==> config.mk <==
export PLATFORM = sky130hd
export DESIGN_NAME = can_i2c_port_sharing_ctrl
export DESIGN_NICKNAME = d
export VERILOG_FILES = /design/src/logic/cips_pkg.sv /design/src/logic/can_i2c_port_sharing_ctrl.sv /design/src/logic/cips_pad_cell.sv /design/src/logic/cips_sync2.sv
export SDC_FILE = /design/constraint.sdc
export NUM_CORES = 1
export LEC_CHECK = 0
export BUFFER_PORTS_ARGS = -buffer_cell sky130_fd_sc_hd__buf_2
export CORE_MARGIN = 2
export CORE_UTILIZATION = 25
export CTS_CLUSTER_SIZE = 40
export DETAILED_ROUTE_END_ITERATION = 6
export GPL_ROUTABILITY_DRIVEN = 0
export PLACE_DENSITY_LB_ADDON = 0.12
export SYNTH_ARGS = -nofsm -noshare
export SYNTH_HDL_FRONTEND = slang
export SYNTH_SLANG_ARGS = --single-unit
export TNS_END_PERCENT = 10
==> constraint.sdc <==
create_clock -name I_SYS_CLK -period 1.14 [get_ports I_SYS_CLK]
set_input_delay 0.114 -clock I_SYS_CLK [delete_from_list [all_inputs] [get_ports I_SYS_CLK]]
set_output_delay 0.114 -clock I_SYS_CLK [all_outputs]
set_load 0.005 [all_outputs]
==> src/logic/cips_pkg.sv <==
// constants, carrier types and reset values of the port-four sharing block
// assumes one system clock and a synchronous active-high reset
//
// What this block does
// - i2c enable forces clock/data pins open-drain
// - enabled i2c ignores port four registers
// - i2c disabled returns pins to port control, except seven while the second controller (not parallel) transmits there
// - first controller: transmit pin six, receive five
// - second controller: transmit seven, receive four
// - same offsets, bit eight splits chip selects
// - controller interrupts join shared extension lines
// - reset: first controller on, second off
// - any controller active: four segment lines only
// - both controllers together give 64 objects
// - port open-drain bits make transmit pins open-drain
// - parallel bit maps both onto five/six
// - i2c raises error, transmit, receive lines
package cips_pkg;

  localparam int unsigned PIN_CNT = 4;
  // pad index within the shared group
  localparam int unsigned PIN_SCL_RX2 = 0;
  localparam int unsigned PIN_RX1 = 1;
  localparam int unsigned PIN_TX1 = 2;
  localparam int unsigned PIN_SDA_TX2 = 3;

  localparam int unsigned ADDR_W = 24;
  localparam int unsigned CAN_SEL_BIT = 8;
  localparam logic [ADDR_W-1:0] CAN_BASE_DEF = 24'hef0000;

  localparam int unsigned XIRQ_CNT = 4;
  localparam int unsigned FIRST_CAN_CTRL_XIRQ = 0;
  localparam int unsigned SECOND_CAN_CTRL_XIRQ = 1;

  localparam logic [3:0] SEG_LINES_CAN = 4'h4;
  localparam logic [3:0] SEG_LINES_ALL = 4'h8;
  localparam logic [7:0] MEM_MBYTE_CAN = 8'h05;
  localparam logic [7:0] MEM_MBYTE_ALL = 8'h10;
  localparam logic [6:0] MSG_OBJ_NONE = 7'h00;
  localparam logic [6:0] MSG_OBJ_ONE = 7'h20;
  localparam logic [6:0] MSG_OBJ_BOTH = 7'h40;

  typedef struct packed {
    logic misc_access;
    logic i2c_en;
    logic [1:0] can_en;
  } cips_perctl_t;

  localparam cips_perctl_t PERCTL_RST = '{misc_access: 1'b0, i2c_en: 1'b0, can_en: 2'b01};

  typedef struct packed {
    logic [PIN_CNT-1:0] data;
    logic [PIN_CNT-1:0] dir;
    logic [PIN_CNT-1:0] od;
  } cips_port_t;

  typedef struct packed {
    logic [PIN_CNT-1:0] out;
    logic [PIN_CNT-1:0] oe;
  } cips_pad_t;

  typedef struct packed {
    logic err;
    logic tx;
    logic rx;
  } cips_i2c_irq_t;

endpackage

==> src/logic/can_i2c_port_sharing_ctrl.sv <==
// pin sharing of four port-four pads among two can controllers and i2c
// assumes control inputs come from logic on I_SYS_CLK; I_PIN_IN is asynchronous
module can_i2c_port_sharing_ctrl
  import cips_pkg::*;
#(
  parameter logic [cips_pkg::ADDR_W-1:0] CAN_BASE = cips_pkg::CAN_BASE_DEF
) (
  // clock and reset
  input wire logic I_SYS_CLK,
  input wire logic I_RST,
  // extension peripheral control and system config
  input wire logic I_PERCTL_WR,
  input wire cips_pkg::cips_perctl_t I_PERCTL_DATA,
  input wire logic I_GLOBAL_ENABLE,
  input wire logic I_MISC_WR,
  input wire logic I_CAN_PARALLEL_MAP,
  // port four registers for the shared pads
  input wire cips_pkg::cips_port_t I_PORT_FOUR,
  // pads
  input wire logic [cips_pkg::PIN_CNT-1:0] I_PIN_IN,
  output logic [cips_pkg::PIN_CNT-1:0] O_PIN_OUT,
  output logic [cips_pkg::PIN_CNT-1:0] O_PIN_OE,
  // can controllers
  input wire logic [1:0] I_CAN_TX,
  output logic [1:0] O_CAN_RX,
  input wire logic [1:0] I_CAN_IRQ,
  output logic [1:0] O_CAN_ACTIVE,
  // extension bus select and interrupts
  input wire logic I_XBUS_SEL,
  input wire logic [cips_pkg::ADDR_W-1:0] I_XBUS_ADDR,
  output logic [1:0] O_CAN_CS,
  input wire logic [cips_pkg::XIRQ_CNT-1:0] I_XPER_IRQ,
  output logic [cips_pkg::XIRQ_CNT-1:0] O_XBUS_IRQ,
  // i2c engine
  input wire logic I_I2C_SCL_DRV,
  input wire logic I_I2C_SDA_DRV,
  output logic O_I2C_SCL_IN,
  output logic O_I2C_SDA_IN,
  input wire cips_pkg::cips_i2c_irq_t I_I2C_IRQ,
  output cips_pkg::cips_i2c_irq_t O_I2C_IRQ,
  // status
  output cips_pkg::cips_perctl_t O_PERCTL,
  output logic O_CAN_PARALLEL_MAP,
  output logic [3:0] O_SEG_LINES,
  output logic [7:0] O_MEM_MBYTE,
  output logic [6:0] O_MSG_OBJ
);

  import cips_pkg::*;

  typedef struct packed {
    cips_perctl_t perctl;
    logic can_par;
    cips_pad_t pad;
    logic [1:0] can_rx;
    logic [1:0] can_act;
    logic scl_in;
    logic sda_in;
    cips_i2c_irq_t i2c_irq;
    logic [XIRQ_CNT-1:0] xirq;
    logic [1:0] can_cs;
    logic [3:0] seg_lines;
    logic [7:0] mem_mb;
    logic [6:0] msg_obj;
  } cips_st_t;

  localparam cips_st_t ST_RST = '{
    perctl: PERCTL_RST, can_par: 1'b0, pad: '0, can_rx: 2'b11, can_act: 2'b00,
    scl_in: 1'b1, sda_in: 1'b1, i2c_irq: '0, xirq: '0, can_cs: 2'b00,
    seg_lines: SEG_LINES_ALL, mem_mb: MEM_MBYTE_ALL, msg_obj: MSG_OBJ_NONE};

  cips_st_t st_r;
  cips_st_t st_nxt;
  logic [PIN_CNT-1:0] pin_s;
  logic [PIN_CNT-1:0] drv;
  logic [PIN_CNT-1:0] val;
  logic [PIN_CNT-1:0] od;
  logic [PIN_CNT-1:0] pad_out;
  logic [PIN_CNT-1:0] pad_oe;
  logic [1:0] can_on;
  logic second_can_ctrl_par;
  logic second_can_ctrl_own;
  logic tx_pin_six;
  logic cs_hit;

  ////////////////////////////////////////////////////////////////////////
  // pad input synchroniser and output cells

  cips_sync2 #(.W(PIN_CNT)) u_sync (
    .i_clk(I_SYS_CLK),
    .i_rst(I_RST),
    .i_d(I_PIN_IN),
    .o_q(pin_s)
  );

  for (genvar g = 0; g < PIN_CNT; g++) begin : g_pad
    cips_pad_cell u_cell (
      .i_drive(drv[g]),
      .i_val(val[g]),
      .i_od(od[g]),
      .o_out(pad_out[g]),
      .o_oe(pad_oe[g])
    );
  end

  ////////////////////////////////////////////////////////////////////////
  // pin routing

  always_comb begin
    can_on = st_r.perctl.can_en & {2{I_GLOBAL_ENABLE}};
    second_can_ctrl_par = can_on[1] & st_r.can_par;
    second_can_ctrl_own = can_on[1] & ~st_r.can_par;
    // low is dominant: the first controller, or the second in parallel mode, pulls the shared line
    tx_pin_six = (~can_on[0] | I_CAN_TX[0]) & (~second_can_ctrl_par | I_CAN_TX[1]);
    // default: ordinary port pins
    drv = I_PORT_FOUR.dir;
    val = I_PORT_FOUR.data;
    od = I_PORT_FOUR.od;
    if (can_on[0] | second_can_ctrl_par) begin
      drv[PIN_TX1] = 1'b1;
      val[PIN_TX1] = tx_pin_six;
    end
    if (second_can_ctrl_own) begin
      drv[PIN_SDA_TX2] = 1'b1;
      val[PIN_SDA_TX2] = I_CAN_TX[1];
    end
    if (st_r.perctl.i2c_en) begin
      drv[PIN_SCL_RX2] = 1'b1;
      val[PIN_SCL_RX2] = I_I2C_SCL_DRV;
      od[PIN_SCL_RX2] = 1'b1;
      drv[PIN_SDA_TX2] = 1'b1;
      val[PIN_SDA_TX2] = I_I2C_SDA_DRV;
      od[PIN_SDA_TX2] = 1'b1;
    end
  end

  ////////////////////////////////////////////////////////////////////////
  // next state

  always_comb begin
    st_nxt = st_r;
    cs_hit = I_XBUS_SEL && (I_XBUS_ADDR[ADDR_W-1:CAN_SEL_BIT+1] == CAN_BASE[ADDR_W-1:CAN_SEL_BIT+1]);
    if (I_PERCTL_WR) begin
      st_nxt.perctl.i2c_en = I_PERCTL_DATA.i2c_en;
      st_nxt.perctl.misc_access = I_PERCTL_DATA.misc_access;
      // controller choice is frozen once the extension bus is enabled
      if (!I_GLOBAL_ENABLE) begin
        st_nxt.perctl.can_en = I_PERCTL_DATA.can_en;
      end
    end
    if (I_MISC_WR && st_r.perctl.misc_access && I_GLOBAL_ENABLE) begin
      st_nxt.can_par = I_CAN_PARALLEL_MAP;
    end
    st_nxt.pad.out = pad_out;
    st_nxt.pad.oe = pad_oe;
    // idle receivers see recessive
    st_nxt.can_rx[0] = can_on[0] ? pin_s[PIN_RX1] : 1'b1;
    st_nxt.can_rx[1] = 1'b1;
    if (second_can_ctrl_par) begin
      st_nxt.can_rx[1] = pin_s[PIN_RX1];
    end else if (can_on[1] && !st_r.perctl.i2c_en) begin
      st_nxt.can_rx[1] = pin_s[PIN_SCL_RX2];
    end
    st_nxt.can_act = can_on;
    st_nxt.scl_in = st_r.perctl.i2c_en ? pin_s[PIN_SCL_RX2] : 1'b1;
    st_nxt.sda_in = st_r.perctl.i2c_en ? pin_s[PIN_SDA_TX2] : 1'b1;
    st_nxt.i2c_irq = I_I2C_IRQ;
    st_nxt.xirq = I_XPER_IRQ;
    st_nxt.xirq[FIRST_CAN_CTRL_XIRQ] = I_XPER_IRQ[FIRST_CAN_CTRL_XIRQ] | (I_CAN_IRQ[0] & can_on[0]);
    st_nxt.xirq[SECOND_CAN_CTRL_XIRQ] = I_XPER_IRQ[SECOND_CAN_CTRL_XIRQ] | (I_CAN_IRQ[1] & can_on[1]);
    st_nxt.can_cs[0] = cs_hit & ~I_XBUS_ADDR[CAN_SEL_BIT] & can_on[0];
    st_nxt.can_cs[1] = cs_hit & I_XBUS_ADDR[CAN_SEL_BIT] & can_on[1];
    st_nxt.seg_lines = (|can_on) ? SEG_LINES_CAN : SEG_LINES_ALL;
    st_nxt.mem_mb = (|can_on) ? MEM_MBYTE_CAN : MEM_MBYTE_ALL;
    st_nxt.msg_obj = (&can_on) ? MSG_OBJ_BOTH : ((|can_on) ? MSG_OBJ_ONE : MSG_OBJ_NONE);
    if (I_RST) begin
      st_nxt = ST_RST;
    end
  end

  always_ff @(posedge I_SYS_CLK) begin
    st_r <= st_nxt;
  end

  ////////////////////////////////////////////////////////////////////////
  // outputs

  assign O_PIN_OUT = st_r.pad.out;
  assign O_PIN_OE = st_r.pad.oe;
  assign O_CAN_RX = st_r.can_rx;
  assign O_CAN_ACTIVE = st_r.can_act;
  assign O_CAN_CS = st_r.can_cs;
  assign O_XBUS_IRQ = st_r.xirq;
  assign O_I2C_SCL_IN = st_r.scl_in;
  assign O_I2C_SDA_IN = st_r.sda_in;
  assign O_I2C_IRQ = st_r.i2c_irq;
  assign O_PERCTL = st_r.perctl;
  assign O_CAN_PARALLEL_MAP = st_r.can_par;
  assign O_SEG_LINES = st_r.seg_lines;
  assign O_MEM_MBYTE = st_r.mem_mb;
  assign O_MSG_OBJ = st_r.msg_obj;
endmodule

==> src/logic/cips_pad_cell.sv <==
// output stage of one shared pad: push-pull or open-drain
// assumes the caller registers the result
module cips_pad_cell (
  // request
  input wire logic i_drive,
  input wire logic i_val,
  input wire logic i_od,
  // pad drive
  output logic o_out,
  output logic o_oe
);

  // open-drain only ever pulls low
  always_comb begin
    o_out = i_od ? 1'b0 : i_val;
    o_oe = i_drive & (~i_od | ~i_val);
  end

endmodule

==> src/logic/cips_sync2.sv <==
// two-flop synchroniser for pad levels
// assumes inputs are asynchronous to the clock
module cips_sync2 #(
  parameter int unsigned W = 4
) (
  // clock and reset
  input wire logic i_clk,
  input wire logic i_rst,
  // levels
  input wire logic [W-1:0] i_d,
  output logic [W-1:0] o_q
);

  typedef struct packed {
    logic [W-1:0] s1;
    logic [W-1:0] s2;
  } cips_sync_st_t;

  cips_sync_st_t st_r;
  cips_sync_st_t st_nxt;

  always_comb begin
    st_nxt.s1 = i_d;
    st_nxt.s2 = st_r.s1;
    if (i_rst) begin
      st_nxt = '1;
    end
  end

  always_ff @(posedge i_clk) begin
    st_r <= st_nxt;
  end

  assign o_q = st_r.s2;

endmodule

## Word level (Yosys, flattened, before mapping)

Index checks and enable logic that the tools add are counted.

- Add/sub/neg operators: 0
- Multiply operators: 0
- Divide/modulo/power cells: 0
- $lt $le $gt $ge: 0
- Eq/ne operators: 1
- Shift operators: 0
- Multiplexer cells: 16
- Bitwise operators: 37
- Reductions and logical operators: 15

Operators with widths:

| operator | count |
|---|---|
| 2-bit OR reduction | 8 |
| 15-bit == test (second input constant) | 1 |
| 1-bit inverter | 14 |
| 1-bit AND | 13 |
| 1-bit two-way mux | 12 |
| 1-bit OR | 9 |
| 7-bit two-way mux | 1 |
| 6-bit two-way mux | 1 |
| 5-bit two-way mux | 1 |
| 1-bit logical AND | 4 |
| 4-bit two-way mux | 1 |
| 2-bit AND reduction | 2 |
| 2-bit AND | 1 |
| 1-bit logical NOT | 1 |

- Register bits after elaboration: 55
- Bits in latches: 0
- Bits in writable memories: 0
- ROM bits: 0
- Input bits: 64
- Output and inout bits: 47
- Logic and storage cells: 94
- Memories kept: 0

## Logic depth before layout (Yosys ltp)

- Word-level depth: 9
- Mapped depth: 4
- Gate-level depth less buffers: 3

## Hierarchy

A second synthesis with hierarchy kept.

- Cells, all modules: 147
- Area total of the unflattened synthesis: 1522.7 µm²

Modules (own cells, without submodules):

| module | times used | cells an instance | area an instance (µm²) | seq. area each (µm²) |
|---|---|---|---|---|
| can_i2c_port_sharing_ctrl | 1 | 119 | 1227.4 | 640.6 |
| cips_sync2 | 1 | 20 | 240.2 | 160.2 |
| cips_pad_cell | 4 | 2 | 13.8 | 0.0 |

## Least setup slack after synthesis

OpenSTA, ideal clock, no wires.

- Path type: register to register
- From: register st_r, in the netlist O_PERCTL[2]
- To: register st_r, in the netlist O_PIN_OE[3]
- Setup time: 96 ps
- Arrival: 1007 ps
- Data required time: 1044 ps
- Path slack: 37 ps
- Stages on the path, launching flop included: 4
- Path buffers: 1
- Clock period less this slack: 1103 ps
- Path through: dfxtp_1 > clkbuf_2 > or3b_2 > o41ai_2

- Word-level cells in the longest chain between the ends: 4
- Elaborated cells on any way between the ends: 7
- Classes of those cells: mux: 3; bitwise: 4

Ends and longest elaborated chain:

| element | RTL line | text |
|---|---|---|
| start, declared | can_i2c_port_sharing_ctrl.sv:72 | `cips_st_t st_r;` |
| start signal, assigned | can_i2c_port_sharing_ctrl.sv:182 | `st_r <= st_nxt;` |
| 1-bit two-way mux | can_i2c_port_sharing_ctrl.sv:127 | `if (st_r.perctl.i2c_en) begin` |
| 1-bit inverter | cips_pad_cell.sv:16 | `o_oe = i_drive & (~i_od \| ~i_val);` |
| 1-bit OR | cips_pad_cell.sv:16 |  |
| 1-bit AND (*) | cips_pad_cell.sv:16 |  |

Mark *: on every way between the ends. The rest lies on a longest branch, timed or not.
A chain may end at the register's enable or synchronous reset.

## Worst setup path after layout

- From: register st_r, in the netlist O_PERCTL[1]
- To: output O_PERCTL[1] in the netlist's numbering

RTL lines:

| element | RTL line | text |
|---|---|---|
| end, declared | can_i2c_port_sharing_ctrl.sv:42 | `output cips_pkg::cips_perctl_t O_PERCTL,` |

No word-level cell between the ends.

==> metrics.txt <==
Die H=79.1 um; clock slew at reported path FFs=80 ps; post-synthesis area per instance=10.3 um^2; required time at the endpoint of the critical path=1030 ps; I/O pin count=approximately 110; Max clock buf depth=2; RSZ-0062 raised after global routing=true; wire length after detailed routing=3370 um; clock tree from TritonCTS=yes; crit-path max cell delay=380 ps; crit path setup slack, layout=about 55 ps; startpoint type of the worst setup path=register; total clock buffers created by CTS=5; count of cell types in the netlist=41; number of nets in the layout=300; largest clock skew in the final design=5.18 ps; Hold Fails Final Rpt=0; synth top area cells=sky130_fd_sc_hd__dfxtp_1 (54%), sky130_fd_sc_hd__buf_4 (8.0%), sky130_fd_sc_hd__mux2i_1 (3.5%), sky130_fd_sc_hd__nor2b_1 (3.5%), sky130_fd_sc_hd__or2_2 (3.1%); Hold Crit Class=in2reg; Pleak=1.04 nW; drt first pass iters=4; final worst hold slack=between 15 and 20 ps; Synth Instances=137; clock latency reported for the late side of the worst-skew pair=about 290 ps; ANT cells=0; largest net degree at the start of global routing=18; max-cap check violation count=0; number of remaining DRC errors=0; chip width=79.1 um; Filler Cell Count=591; total global routing overflow=0; Worst setup EP type=output pin; highest net fanout along the worst path=8; Port Buffer Count=89; run status=finished, final reports clean; count of flip-flops with a built-in enable after synthesis=0; H-tree levels=2; number of placement rows=27; dominant register cell in the synthesized netlist=sky130_fd_sc_hd__dfxtp_1; count of endpoints failing setup in the final report=0; cell taking the most area after synthesis=sky130_fd_sc_hd__dfxtp_1; Initial Util=25.8%; post-layout min period=roughly 1100 ps; total power density per cell area=1310 mW/mm^2; count of antenna-violating nets left after detailed routing=0; Yosys top cell area share=53.9%; ordered list of cells on the worst path=buf_4, buf_2; highest clock rate=922 MHz; fraction of registers with async set/reset=0%; Starting DRT DRC Count=43; final cycle utilization of the critical path=approximately 95%; Synth warnings=0; fraction of layout cells with a size suffix above 1=50.6%; Routed wire per std cell=10.9 um; post-DR vias/cell=3.99; pins over their slew limit=0; setup slack after placement=between 60 and 70 ps; first-pass GRT wire length=5140 um; number of global-route vias before repair=1,097; core area=approximately 0.0055 mm^2; register area share after synthesis=53.9%; most used standard cells in the synthesized netlist=sky130_fd_sc_hd__dfxtp_1 (38), sky130_fd_sc_hd__buf_4 (15), sky130_fd_sc_hd__nor2_1 (9); slowest cell on the critical path=sky130_fd_sc_hd__dfxtp_1; flops & latches, synth=38; number of vias after detailed routing=1,232; worst supply voltage drop on vdd=0.000681 V; cell at the root of the clock tree=sky130_fd_sc_hd__clkbuf_8; combined area of all synthesized cells=about 0.0014 mm^2; clock sink count=38; die outline area=0.00626 mm^2; power after layout=2.70 mW; detailed-placement wirelength estimate=about 2600 um; data arrival time of the critical path=970 ps; layout overhead on the synthesized area=46.5%; number of antenna violations at the first check in global routing=0; most frequent cell after synthesis=sky130_fd_sc_hd__dfxtp_1; GRT Overall Usage=10.9%; start-to-end type of the worst setup path=reg2out
## final timing paths
path	from	end	slack, ps	cells after the start
max reg2reg	O_CAN_PARALLEL_MAP	O_PIN_OE[3]	60	3
min	I_PORT_FOUR[3]	O_PIN_OUT[3]	20	2
max	O_PERCTL[1]	O_PERCTL[1]	60	2
min reg2reg	u_sync.st_r[4]	u_sync.o_q[0]	410	1
## per-stage QoR
step	cells	utilization (%)	instance area, um^2	setup TNS (ps)
after floorplan	148	-	1450	0
after global placement	295	34.9	1910	0
after global routing	309	37.8	2070	-20.5
final	309	37.8	2070	0
after detailed placement	295	34.9	1910	0
after CTS	309	37.7	2060	0
## layout make-up
class                   instances  area (um^2)  area share [%]
flip-flops and latches         38          763            36.9
repair buffers                103          578            28.0
multi-input cells              85          529            25.6
well taps                      72         90.1            4.36
clock buffers                   6         82.6            4.00
clock inverters                 2         12.5           0.605
inverters                       3         11.3           0.545
## per-layer routing
| metal | vias to the layer above | GRT usage, % | share of wire (%) |
|---|---|---|---|
| li1 | 626 | - | - |
| met1 | 541 | 13.4 | 46 |
| met2 | 58 | 16.9 | 43 |
| met3 | 7 | 4.55 | 9.1 |
| met4 | 0 | 4.14 | 1.8 |
| met5 | - | 0 | 0 |
## placed cells by master (no fill, tap or decap), types with 3 or more instances in the layout
cell type,instances
sky130_fd_sc_hd__dlygate4sd3_1,6
sky130_fd_sc_hd__inv_1,3
sky130_fd_sc_hd__mux2i_1,5
sky130_fd_sc_hd__nor2b_1,8
sky130_fd_sc_hd__clkbuf_8,6
sky130_fd_sc_hd__nand2_1,5
sky130_fd_sc_hd__buf_4,7
sky130_fd_sc_hd__or2_2,7
sky130_fd_sc_hd__nor2_1,9
sky130_fd_sc_hd__dfxtp_1,36
sky130_fd_sc_hd__buf_2,89
sky130_fd_sc_hd__conb_1,12
## power breakdown
part	switching [mW]	leakage (nW)	internal [mW]
sequential	0.0208	0.313	1.39
clock	0.473	0.0472	0.486
combinational	0.139	0.679	0.192
## cells by family after synthesis
family,Yosys count,share of synthesized area (%)
xor+xnor,1,0.621
compound gates,14,7.36
simple gates,53,22.8
other cells,1,0.266
mux,5,3.55
flops,38,53.9
buf+inv,25,11.5
## critical path: cells and delay by family (launching register included)
family	cells	cell delay, ps
flops	1	380
buf+inv	2	300
## what timing repair did
item	CTS	global route
buffers inserted	0	0
hold buffers	6	0
resized for setup	0	2
endpoints found under the hold margin	6	0
endpoints found under the setup margin	0	3
## registers in the layout, summed over array words and instances (netlist names), 2 cells and up
name / cells
O_PERCTL: 4
O_PIN_OE: 4
O_PIN_OUT: 4
O_XBUS_IRQ: 4
O_I2C_IRQ: 3
u_sync.o_q: 3
u_sync.st_r: 3
O_CAN_ACTIVE: 2
O_CAN_CS: 2
O_CAN_RX: 2
O_MSG_OBJ: 2
Note: power is estimated with default switching activity, not from simulation.
